`src/shared/tmr8_pkg.sv`:
```
// Constants shared by the two-channel 8-bit timer.
package tmr8_pkg;
  localparam int ADDR_W = 18;
  localparam int BYTE_SHIFT = 2;
  localparam int CNT_W = 8;
  // Register indices; the byte address is four times the index.
  localparam logic [15:0] IDX_CTRL0 = 16'hffb0;
  localparam logic [15:0] IDX_CTRL1 = 16'hffb1;
  localparam logic [15:0] IDX_CSR0 = 16'hffb2;
  localparam logic [15:0] IDX_CSR1 = 16'hffb3;
  localparam logic [15:0] IDX_TCA0 = 16'hffb4;
  localparam logic [15:0] IDX_TCA1 = 16'hffb5;
  localparam logic [15:0] IDX_TCB0 = 16'hffb6;
  localparam logic [15:0] IDX_TCB1 = 16'hffb7;
  localparam logic [15:0] IDX_CNT0 = 16'hffb8;
  localparam logic [15:0] IDX_CNT1 = 16'hffb9;
  localparam logic [15:0] IDX_IRQ_ST = 16'hffba;
  localparam logic [15:0] IDX_IRQ_MASK = 16'hffbb;
  // Control register fields.
  localparam int CTRL_CKS_LSB = 0;
  localparam int CTRL_CKS_MSB = 2;
  localparam int CTRL_CCLR_LSB = 3;
  localparam int CTRL_CCLR_MSB = 4;
  localparam int CTRL_EN_LSB = 5;
  localparam int CTRL_EN_MSB = 7;
  // Flag field of the control/status register.
  localparam int FLAG_LSB = 5;
  localparam int FLAG_MSB = 7;
  // Event order inside a flag or enable field.
  localparam int EV_OVF = 0;
  localparam int EV_MA = 1;
  localparam int EV_MB = 2;
  localparam int EV_W = 3;
  // Clock select codes.
  localparam logic [2:0] CKS_OFF = 3'h0;
  localparam logic [2:0] CKS_DIV8 = 3'h1;
  localparam logic [2:0] CKS_DIV64 = 3'h2;
  localparam logic [2:0] CKS_DIV8192 = 3'h3;
  localparam logic [2:0] CKS_CASCADE = 3'h4;
  localparam logic [2:0] CKS_EXT_RISE = 3'h5;
  localparam logic [2:0] CKS_EXT_FALL = 3'h6;
  localparam logic [2:0] CKS_EXT_BOTH = 3'h7;
  // Counter clear codes.
  localparam logic [1:0] CCLR_NONE = 2'h0;
  localparam logic [1:0] CCLR_MATCH_A = 2'h1;
  localparam logic [1:0] CCLR_MATCH_B = 2'h2;
  localparam logic [1:0] CCLR_EXT = 2'h3;
  // Prescaler ratios of the core clock.
  localparam int DIV_FAST = 8;
  localparam int DIV_MID = 64;
  localparam int DIV_SLOW = 8192;
  // Reset values.
  localparam logic [7:0] CTRL_RST = 8'h00;
  localparam logic [7:0] TCONST_RST = 8'hff;
  localparam logic [7:0] CNT_RST = 8'h00;
endpackage

```
`src/hw/tmr8_top.sv`:
```
// Two-channel 8-bit timer with APB registers and one interrupt line.
`timescale 1ns/1ns
// Contract
// RQ1: Select 000 stops; 001/010/011 count at core clock /8, /64, /8192.
// RQ2: External rising-edge select counts each rising edge of the clock pin.
// RQ3: External falling-edge select counts each falling edge of the clock pin.
// RQ4: Dual-edge select counts both edges of the external clock pin.
// RQ5: Channel 0 with select 100 counts channel 1 overflows.
// RQ6: Channel 1 with select 100 counts channel 0 compare match A.
// RQ7: Match B requests interrupt only while its enable bit is one.
// RQ8: Match B flag sets when counter equals time constant B.
// RQ9: Flags 7 to 5 clear only by writing zero; ones are ignored.
// RQ10: Clear field: never, match A, match B, or external reset rising edge.
// RQ11: Overflow and match A interrupts need enables; controls reset to zero.
module tmr8_top #(
  parameter int DIV_SLOW = tmr8_pkg::DIV_SLOW
) (
  input wire logic CORE_CLK_I,
  input wire logic NRST_I,
  input wire logic PSEL_I,
  input wire logic PENABLE_I,
  input wire logic PWRITE_I,
  input wire logic [tmr8_pkg::ADDR_W-1:0] PADDR_I,
  input wire logic [31:0] PWDATA_I,
  output logic [31:0] PRDATA_O,
  output logic PREADY_O,
  output logic PSLVERR_O,
  input wire logic [1:0] EXT_CLK_I,
  input wire logic [1:0] EXT_RST_I,
  output logic IRQ_O
);
  import tmr8_pkg::*;

  logic [1:0][7:0] ctrl_reg;
  logic [1:0][7:0] ctrl_next;
  logic [1:0][EV_W-1:0] flag_reg;
  logic [1:0][EV_W-1:0] flag_next;
  logic [1:0][7:0] tca_reg;
  logic [1:0][7:0] tca_next;
  logic [1:0][7:0] tcb_reg;
  logic [1:0][7:0] tcb_next;
  logic [5:0] irq_st_reg;
  logic [5:0] irq_st_next;
  logic [5:0] irq_mask_reg;
  logic [5:0] irq_mask_next;
  logic [31:0] prdata_reg;
  logic [31:0] prdata_next;
  logic [15:0] idx;
  logic setup;
  logic wr_acc;
  logic mapped;
  logic tick8;
  logic tick64;
  logic tick8192;
  wire [1:0] step;
  wire [1:0] ovf;
  wire [1:0] match_a;
  wire [1:0] match_b;
  wire [1:0] eclk_rise;
  wire [1:0] eclk_fall;
  wire [1:0] erst_rise;
  wire [1:0] cnt_wr;
  wire [1:0][7:0] cnt;
  wire [1:0][EV_W-1:0] events;

  // APB decode. The slave never inserts wait states.
  assign idx = PADDR_I[ADDR_W-1:BYTE_SHIFT];
  assign setup = PSEL_I && !PENABLE_I;
  assign wr_acc = PSEL_I && PENABLE_I && PWRITE_I;
  assign mapped = (idx >= IDX_CTRL0) && (idx <= IDX_IRQ_MASK);
  assign PREADY_O = 1'b1;
  assign PSLVERR_O = PSEL_I && PENABLE_I && !mapped;
  assign PRDATA_O = prdata_reg;

  // The dividers run free from reset and are shared by both channels, so
  // the first tick after a select change may come early by up to one
  // divided period; this costs less than one divider per channel.
  tmr8_prescale #(.DIV(DIV_FAST)) u_div_fast (
    .clk_i(CORE_CLK_I),
    .nrst_i(NRST_I),
    .tick_o(tick8)
  );
  tmr8_prescale #(.DIV(DIV_MID)) u_div_mid (
    .clk_i(CORE_CLK_I),
    .nrst_i(NRST_I),
    .tick_o(tick64)
  );
  tmr8_prescale #(.DIV(DIV_SLOW)) u_div_slow (
    .clk_i(CORE_CLK_I),
    .nrst_i(NRST_I),
    .tick_o(tick8192)
  );

  for (genvar c = 0; c < 2; c++) begin : g_ch
    logic [2:0] eclk_reg;
    logic [2:0] eclk_next;
    logic [2:0] erst_reg;
    logic [2:0] erst_next;
    logic step_c;
    logic [2:0] cks;

    // Pins pass two flops; edges are taken between stages two and three.
    always_comb begin
      eclk_next = {eclk_reg[1:0], EXT_CLK_I[c]};
      erst_next = {erst_reg[1:0], EXT_RST_I[c]};
    end

    always_ff @(posedge CORE_CLK_I) begin
      if (!NRST_I) begin
        eclk_reg <= '0;
        erst_reg <= '0;
      end else begin
        eclk_reg <= eclk_next;
        erst_reg <= erst_next;
      end
    end

    assign eclk_rise[c] = eclk_reg[1] && !eclk_reg[2];
    assign eclk_fall[c] = !eclk_reg[1] && eclk_reg[2];
    assign erst_rise[c] = erst_reg[1] && !erst_reg[2];
    assign cks = ctrl_reg[c][CTRL_CKS_MSB:CTRL_CKS_LSB];

    always_comb begin
      unique case (cks)
        CKS_OFF: step_c = 1'b0; // RQ1
        CKS_DIV8: step_c = tick8; // RQ1
        CKS_DIV64: step_c = tick64; // RQ1
        CKS_DIV8192: step_c = tick8192; // RQ1
        // Cascade sources depend only on the other channel's registers, so no loop forms.
        CKS_CASCADE: step_c = (c == 0) ? ovf[1] : match_a[0]; // RQ5 RQ6
        CKS_EXT_RISE: step_c = eclk_rise[c]; // RQ2
        CKS_EXT_FALL: step_c = eclk_fall[c]; // RQ3
        CKS_EXT_BOTH: step_c = eclk_rise[c] || eclk_fall[c]; // RQ4
      endcase
    end

    assign step[c] = step_c;
    assign cnt_wr[c] = wr_acc && (idx == ((c == 0) ? IDX_CNT0 : IDX_CNT1));
    assign events[c] = {match_b[c], match_a[c], ovf[c]};

    tmr8_channel #(.W(CNT_W)) u_ch (
      .clk_i(CORE_CLK_I),
      .nrst_i(NRST_I),
      .step_i(step[c]),
      .clear_sel_i(ctrl_reg[c][CTRL_CCLR_MSB:CTRL_CCLR_LSB]),
      .ext_rst_rise_i(erst_rise[c]),
      .tca_i(tca_reg[c]),
      .tcb_i(tcb_reg[c]),
      .wr_i(cnt_wr[c]),
      .wdata_i(PWDATA_I[CNT_W-1:0]),
      .cnt_o(cnt[c]),
      .match_a_o(match_a[c]),
      .match_b_o(match_b[c]),
      .ovf_o(ovf[c])
    );
  end

  // Register writes; a flag event in the clearing cycle still sets it.
  always_comb begin
    ctrl_next = ctrl_reg;
    tca_next = tca_reg;
    tcb_next = tcb_reg;
    irq_mask_next = irq_mask_reg;
    irq_st_next = irq_st_reg | {events[1], events[0]};
    for (int c = 0; c < 2; c++) begin
      flag_next[c] = flag_reg[c] | events[c]; // RQ8
    end
    if (wr_acc) begin
      case (idx)
        IDX_CTRL0: ctrl_next[0] = PWDATA_I[7:0];
        IDX_CTRL1: ctrl_next[1] = PWDATA_I[7:0];
        IDX_CSR0: flag_next[0] = (flag_reg[0] // RQ9
          & PWDATA_I[FLAG_MSB:FLAG_LSB]) | events[0];
        IDX_CSR1: flag_next[1] = (flag_reg[1] // RQ9
          & PWDATA_I[FLAG_MSB:FLAG_LSB]) | events[1];
        IDX_TCA0: tca_next[0] = PWDATA_I[7:0];
        IDX_TCA1: tca_next[1] = PWDATA_I[7:0];
        IDX_TCB0: tcb_next[0] = PWDATA_I[7:0];
        IDX_TCB1: tcb_next[1] = PWDATA_I[7:0];
        IDX_IRQ_ST: irq_st_next = (irq_st_reg & ~PWDATA_I[5:0])
          | {events[1], events[0]};
        IDX_IRQ_MASK: irq_mask_next = PWDATA_I[5:0];
        default: ;
      endcase
    end
  end

  // Read data is captured in the setup phase and held in the access phase.
  always_comb begin
    prdata_next = prdata_reg;
    if (setup && !PWRITE_I) begin
      prdata_next = '0;
      case (idx)
        IDX_CTRL0: prdata_next[7:0] = ctrl_reg[0];
        IDX_CTRL1: prdata_next[7:0] = ctrl_reg[1];
        IDX_CSR0: prdata_next[FLAG_MSB:FLAG_LSB] = flag_reg[0];
        IDX_CSR1: prdata_next[FLAG_MSB:FLAG_LSB] = flag_reg[1];
        IDX_TCA0: prdata_next[7:0] = tca_reg[0];
        IDX_TCA1: prdata_next[7:0] = tca_reg[1];
        IDX_TCB0: prdata_next[7:0] = tcb_reg[0];
        IDX_TCB1: prdata_next[7:0] = tcb_reg[1];
        IDX_CNT0: prdata_next[7:0] = cnt[0];
        IDX_CNT1: prdata_next[7:0] = cnt[1];
        IDX_IRQ_ST: prdata_next[5:0] = irq_st_reg;
        IDX_IRQ_MASK: prdata_next[5:0] = irq_mask_reg;
        default: ;
      endcase
    end
  end

  always_ff @(posedge CORE_CLK_I) begin
    if (!NRST_I) begin
      ctrl_reg <= {2{CTRL_RST}}; // RQ11
      flag_reg <= '0;
      tca_reg <= {2{TCONST_RST}};
      tcb_reg <= {2{TCONST_RST}};
      irq_st_reg <= '0;
      irq_mask_reg <= '0;
      prdata_reg <= '0;
    end else begin
      ctrl_reg <= ctrl_next;
      flag_reg <= flag_next;
      tca_reg <= tca_next;
      tcb_reg <= tcb_next;
      irq_st_reg <= irq_st_next;
      irq_mask_reg <= irq_mask_next;
      prdata_reg <= prdata_next;
    end
  end

  // Both the per-source enable and the mask must be set to reach the pin.
  assign IRQ_O = |(irq_st_reg & irq_mask_reg // RQ7 RQ11
    & {ctrl_reg[1][CTRL_EN_MSB:CTRL_EN_LSB],
       ctrl_reg[0][CTRL_EN_MSB:CTRL_EN_LSB]});
endmodule // tmr8_top

```
`src/hw/tmr8_prescale.sv`:
```
// Divider that turns the core clock into a one-cycle count enable.
`timescale 1ns/1ns
module tmr8_prescale #(
  parameter int DIV = tmr8_pkg::DIV_FAST
) (
  input wire logic clk_i,
  input wire logic nrst_i,
  output logic tick_o
);
  import tmr8_pkg::*;

  localparam int CW = $clog2(DIV);
  localparam logic [CW-1:0] LAST = CW'(DIV - 1);

  logic [CW-1:0] cnt_reg;
  logic [CW-1:0] cnt_next;

  always_comb begin
    cnt_next = (cnt_reg == LAST) ? '0 : cnt_reg + 1'b1;
  end

  always_ff @(posedge clk_i) begin
    if (!nrst_i) begin
      cnt_reg <= '0;
    end else begin
      cnt_reg <= cnt_next;
    end
  end

  // The pulse marks the falling edge of the divided clock.
  assign tick_o = (cnt_reg == LAST);
endmodule // tmr8_prescale

```
`src/hw/tmr8_channel.sv`:
```
// One 8-bit up-counter with two compare matches and overflow.
`timescale 1ns/1ns
module tmr8_channel #(
  parameter int W = tmr8_pkg::CNT_W
) (
  input wire logic clk_i,
  input wire logic nrst_i,
  input wire logic step_i,
  input wire logic [1:0] clear_sel_i,
  input wire logic ext_rst_rise_i,
  input wire logic [W-1:0] tca_i,
  input wire logic [W-1:0] tcb_i,
  input wire logic wr_i,
  input wire logic [W-1:0] wdata_i,
  output logic [W-1:0] cnt_o,
  output logic match_a_o,
  output logic match_b_o,
  output logic ovf_o
);
  import tmr8_pkg::*;

  logic [W-1:0] cnt_reg;
  logic [W-1:0] cnt_next;
  logic eq_a_reg;
  logic eq_b_reg;
  logic ovf_reg;
  logic ovf_next;
  logic clear;
  logic eq_a;
  logic eq_b;

  // A match is reported once when equality begins, not every cycle.
  assign eq_a = (cnt_reg == tca_i);
  assign eq_b = (cnt_reg == tcb_i);
  assign match_a_o = eq_a && !eq_a_reg;
  assign match_b_o = eq_b && !eq_b_reg; // RQ8

  always_comb begin
    unique case (clear_sel_i) // RQ10
      CCLR_NONE: clear = 1'b0;
      CCLR_MATCH_A: clear = match_a_o;
      CCLR_MATCH_B: clear = match_b_o;
      CCLR_EXT: clear = ext_rst_rise_i;
    endcase
    cnt_next = cnt_reg;
    ovf_next = 1'b0;
    // A software write wins over a clear, which wins over a count.
    if (wr_i) begin
      cnt_next = wdata_i;
    end else if (clear) begin
      cnt_next = '0;
    end else if (step_i) begin
      cnt_next = cnt_reg + 1'b1;
      ovf_next = &cnt_reg;
    end
  end

  always_ff @(posedge clk_i) begin
    if (!nrst_i) begin
      cnt_reg <= CNT_RST;
      eq_a_reg <= 1'b0;
      eq_b_reg <= 1'b0;
      ovf_reg <= 1'b0;
    end else begin
      cnt_reg <= cnt_next;
      eq_a_reg <= eq_a;
      eq_b_reg <= eq_b;
      ovf_reg <= ovf_next;
    end
  end

  assign cnt_o = cnt_reg;
  assign ovf_o = ovf_reg;
endmodule // tmr8_channel

```
`config.mk`:
```
export PLATFORM = sky130hd
export DESIGN_NAME = tmr8_top
export DESIGN_NICKNAME = d
export VERILOG_FILES = /design/src/shared/tmr8_pkg.sv /design/src/hw/tmr8_top.sv /design/src/hw/tmr8_prescale.sv /design/src/hw/tmr8_channel.sv
export SDC_FILE = /design/constraint.sdc
export NUM_CORES = 1
export LEC_CHECK = 0
export ABC_AREA = 1
export BUFFER_PORTS_ARGS = -buffer_cell sky130_fd_sc_hd__clkbuf_2
export CORE_MARGIN = 4
export CORE_UTILIZATION = 55
export CTS_CLUSTER_SIZE = 8
export DETAILED_ROUTE_END_ITERATION = 10
export PLACE_DENSITY = 0.84
export REMOVE_ABC_BUFFERS = 1
export SLEW_MARGIN = 15
export SYNTH_ARGS = -nofsm -noshare
export SYNTH_HDL_FRONTEND = slang
export SYNTH_SLANG_ARGS = --single-unit
```
`constraint.sdc`:
```
create_clock -name CORE_CLK_I -period 2.85 [get_ports CORE_CLK_I]
set_input_delay 0.1425 -clock CORE_CLK_I [delete_from_list [all_inputs] [get_ports CORE_CLK_I]]
set_output_delay 0.1425 -clock CORE_CLK_I [all_outputs]
set_load 0.005 [all_outputs]
```
# == After elaboration in Yosys (flattened, before gate mapping) ==
# Cells that the tools add are included.
# op_classes
n_addsub,5
order_cmp,2
eq_ne,39
n_mux,18
bitwise,15
reduce_logical,54
# op_table
cell,count
equality test 16 bit (second input constant),12
case mux 5 bit (10 select lines),1
2-to-1 mux 8 bit,6
equality test 8 bit,4
equality test 3 bit (second input constant),9
case mux 2 bit (10 select lines),1
bitwise AND 6 bit,3
logical AND 1 bit,18
2-to-1 mux 6 bit,3
adder 8 x 1 -> 8 bit (second input constant),2
greater-or-equal comparator 16 bit (second input constant),1
<= comparator 16 bit (second input constant),1
case mux 1 bit (8 select lines),2
AND reduction 8 bit,2
AND reduction 2 bit,7
adder 13 x 1 -> 13 bit (second input constant),1
equality test 13 bit (second input constant),1
logical NOT 1 bit,13
equality test 3 x 2 -> 1 bit (second input constant),4
bitwise OR 3 bit,4
bitwise OR 6 bit,2
case mux 1 bit (12 select lines),1
equality test 2 bit (second input constant),4
case mux 1 bit (4 select lines),2
16 further kinds,29
# word_totals
reg_bits,130
in_bits,59
wordCells,159

# == Depth between registers and ports, before layout ==
# logic_depth
depth_word,7
depth_mapped,14
mapped_depth_nobuf,13

# == Modules after synthesis ==
# From an unflattened synthesis, not the netlist that was laid out.
# unflattened
cells_unflattened,1185
hier_area_um2,7697.4
# modules_own_cells
module,n_inst,cells_per_inst,area_per_inst_um2,seq_area_each_um2
tmr8_top,1,639,4559.4,1721.7
tmr8_channel,2,203,1058.5,220.2
tmr8_prescale at u_div_slow,1,92,638.1,260.2
tmr8_prescale at u_div_mid,1,36,269.0,120.1
tmr8_prescale at u_div_fast,1,12,113.9,60.1

# == Worst setup path before layout ==
# No wires, ideal clock.
# synth_timing
kind,reg-to-reg
start,reg u_div_slow.cnt_reg[0]
end,reg g_ch[0].u_ch.cnt_reg[0]
t_arrival_ns,1.524
required_time_ns,2.738
slack_ns,1.215
path_stages_with_launch,11
path_buffers,0
synth_period_minus_slack_ns,1.635
path_cell_list,dfxtp_1 -> ha_1 -> nand3_1 -> nor3_1 -> nand4_1 -> nand3_1 -> nor2_2 -> nand2_2 -> nor2_4 -> nor2_1 -> nor2_1
# synth_between
elab_chain_len,3
# synth_lines
item,line,rtl
from (decl),tmr8_prescale.sv:15,logic [CW-1:0] cnt_reg;
from (signal assigned),tmr8_prescale.sv:26,cnt_reg <= cnt_next;
equality test 13 bit,tmr8_prescale.sv:31,assign tick_o = (cnt_reg == LAST);
case mux 1 bit (8 select lines),tmr8_top.sv:124,unique case (cks)
nonzero test 3 bit (no line),--,
to (signal assigned),tmr8_channel.sv:65,cnt_reg <= cnt_next;
to (decl),tmr8_channel.sv:22,logic [W-1:0] cnt_reg;
# Every way passes these cells.
# A chain may end at the register's enable or synchronous reset.

# == Worst setup path after layout ==
# layout_timing
start,reg g_ch[1].u_ch.cnt_reg[7]
end,reg g_ch[1].u_ch.cnt_reg[7]
# layout_between
elab_chain_len,5
# layout_lines
item,line
from (decl),tmr8_channel.sv:22
from (signal assigned),tmr8_channel.sv:65
branches (longest 5 deep; another with adder 8 x 1 -> 8 bit),--
# Several ways; the timed one is not identified. The select of a mux whose other input is x is not followed.

==> summary.txt <==
status: completed
HP Start: PWDATA_I[4]
clk_lat worst skew: 410 ps
P_leak: 3.992 nW
NumNets Final: 1,188
die area: 15,160 sq um
Final Max Slew Viols: 0
unrepaired setup endpoints after global routing: false
DRC viols: 0
Post CTS Setup Buffer Count: 0
Critical R2R Capture: g_ch[1].u_ch.cnt_o[7]
total gr overflow: 0
relative slew slack: 49.68%
CTS tree: done
share of cells above drive strength 1: 10.78%
register area share after synthesis: 35.71%
Clock Skew: 7.505 ps
kind of critical path: flop to flop
Clock Tree Buf Depth: 2
Routed WL: 19,620 microns
Die Span X: 123.1 microns
largest area contributor in the synthesized netlist: dfxtp_1
synthesized cell area: 7288 sq um
flops & latches, synth: 130
Synth area leaders: dfxtp_1 (36%), nand2_1 (15%), inv_1 (6.4%)
Placement Rows: 41
CTS root buffer: clkbuf_16
initial antenna violation count: 0
gpl congestion: 0.9666
Initial Util: 57.06%
Cell variety after synth: 38
boundary pin count: 94
share of the synthesized area in the top cell type: 35.71%
syn_area_per_cell: 6.742 sq um
worst min path class: input pin to flop
first-pass GRT wire length: 31,800 microns
fill count: 1,154
Final Hold Fails: 0
worst r2r src: g_ch[1].u_ch.cnt_o[7]
R2R Setup Slk: 630 ps
VDD IR max: 0.7260 mV
crit path launch type: flop
CTS clk-pin slew, worst paths: 60 ps
CTS H-tree depth: 4
prevailing post-synth register cell: dfxtp_1
CP Capture Type: flop
Util after Layout: 63.36%
minimum clock period: 2218 ps
Async SR Flop Fraction: 0%
Post-synth top cells: nand2_1 (287), dfxtp_1 (130), inv_1 (124)
drt via density: 5.541
DP HPWL: 14,400 microns
pwr dens: 499.0 nW/um^2
Worst-Margin Slew: 754.8 ps
vias in the first global route: 6,643
max cap viols: 0
CP arrival: 2530 ps
largest net degree at the start of global routing: 68
Vert. Die Dim: 123.1 microns
Worst EP required: 3160 ps
Layout area overhead: 11.04%
Cells after Synth: 1,081
post-DR wirelength/cell: 15.05 microns
Post-synth EDFFs: 0
fin crit share: 77.81%
worst hold path depth: 3
most frequent cell after synthesis: nand2_1
Detailed Route Iter0 Violations: 842
CP Max Fanout: 9
Core Area: 12,770 sq um
Final Setup Violations: 0
CTS buffer count: 17
Tot GR Track Use: 26.87%
Worst Hold End: irq_mask_reg[4]
# diodes: 0
Post-DRT Antenna Nets: 0
Via Count: 7,226
clk sink count: 130
Pre-Repair DR Iteration Count: 8
achievable clock frequency: 0.4509 GHz
PortBufs: 42
synth warn: 0
Sum Neg Setup Slack: 0 ps
worst reg-to-reg path cell count: 13
## what timing repair did
item,4_1_cts,5_1_grt
endpoints found under the hold margin,4,0
setup endpoints to repair,0,0
gates resized for setup,0,0
hold buffers,4,0
## cells by family (layout without fill, tap and decap cells)
| family | Yosys count | count (layout) | share of synthesized area [%] |
|---|---|---|---|
| fa+ha+maj | 10 | 10 | 1.717 |
| compound gates | 138 | 138 | 11.35 |
| other cells | 2 | 25 | 0.1030 |
| simple gates | 591 | 591 | 37.08 |
| buf+inv | 190 | 218 | 11.64 |
| xor+xnor | 20 | 20 | 2.403 |
| flops | 130 | 130 | 35.71 |
## report_power, final
| part | internal [W] | switching (W) | total, W |
|---|---|---|---|
| Combinational | 0.0000441 | 0.000123 | 0.000167 |
| Clock | 0.00123 | 0.000794 | 0.00203 |
| Sequential | 0.00184 | 0.00000973 | 0.00185 |
## worst max-delay path by stage
stage,startpoint,end,slack (ps),cells past startpoint
finish,g_ch[1].u_ch.cnt_o[7],g_ch[1].u_ch.cnt_o[7],630,13
global route,g_ch[0].u_ch.cnt_o[6],g_ch[0].u_ch.cnt_o[5],500,13
CTS,g_ch[1].u_ch.cnt_o[7],g_ch[1].u_ch.cnt_o[7],710,13
detailed placement,g_ch[1].u_ch.cnt_o[6],g_ch[1].u_ch.cnt_o[0],770,13
global placement,g_ch[1].u_ch.cnt_o[6],g_ch[1].u_ch.cnt_o[4],750,13
floorplan,PADDR_I[16],ctrl_reg[6],270,7
## critical path: stages, from the launching register on
cell and delay [ps]:
dfxtp_1 460, inv_1 200, nand2_1 120, nand2_1 70, nor2_1 190, nand2_1 130, nor2_1 150, nand2_1 140
nand2_1 100, nand2_2 140, nand3_2 130, nor2_2 110, nor2_1 120, nor2_1 60
## cell type report
class	count	area, sq um	area share, %
Multi-Input combinational cell	784	3929	48.55
Inverter	134	503.0	6.215
Sequential cell	130	2603	32.16
Timing Repair Buffer	52	295.3	3.649
Clock inverter	11	87.58	1.082
Tap cell	172	215.2	2.659
Clock buffer	21	460.4	5.690
## metrics by stage
step                      cell area (sq um)  power (W)  setup WS, ps  hold WS (ps)  instances
after floorplan                        7029   0.001959         268.2         236.0       1048
after global placement                 7505   0.002042         746.2         322.4       1268
after detailed placement               7505   0.002043         767.7         326.9       1268
after CTS                              8093   0.004053         712.8         86.90       1304
after global routing                   8093   0.004163         497.3         101.3       1304
final                                  8093   0.004038         632.3         101.6       1304
## layout by cell type (no fill, tap or decap), drive strengths merged, types with 19 or more instances in the layout
| cell | synthesis | final |
|---|---|---|
| o211ai | 32 | 32 |
| o21ai | 46 | 46 |
| nor2 | 126 | 126 |
| nor3 | 26 | 26 |
| nand4 | 40 | 40 |
| inv | 133 | 133 |
| conb | 2 | 25 |
| clkbuf | 13 | 63 |
| nand2 | 292 | 292 |
| xor2 | 19 | 19 |
| a21oi | 36 | 36 |
| nand3 | 92 | 92 |
| dfxtp | 130 | 130 |
## routing by layer
| metal | vias up | share of wire, % | wire length, microns | track usage [%] |
|---|---|---|---|---|
| met1 | 3238 | 41 | 8115 | 34.65 |
| met4 | 0 | 3.7 | 730 | 11.56 |
| met5 | - | 0 | 0 | 0 |
| met2 | 352 | 46 | 9016 | 43.46 |
| li1 | 3568 | - | - | - |
| met3 | 68 | 9.0 | 1757 | 5.947 |
No activity file was read; power rests on OpenSTA's default activity.
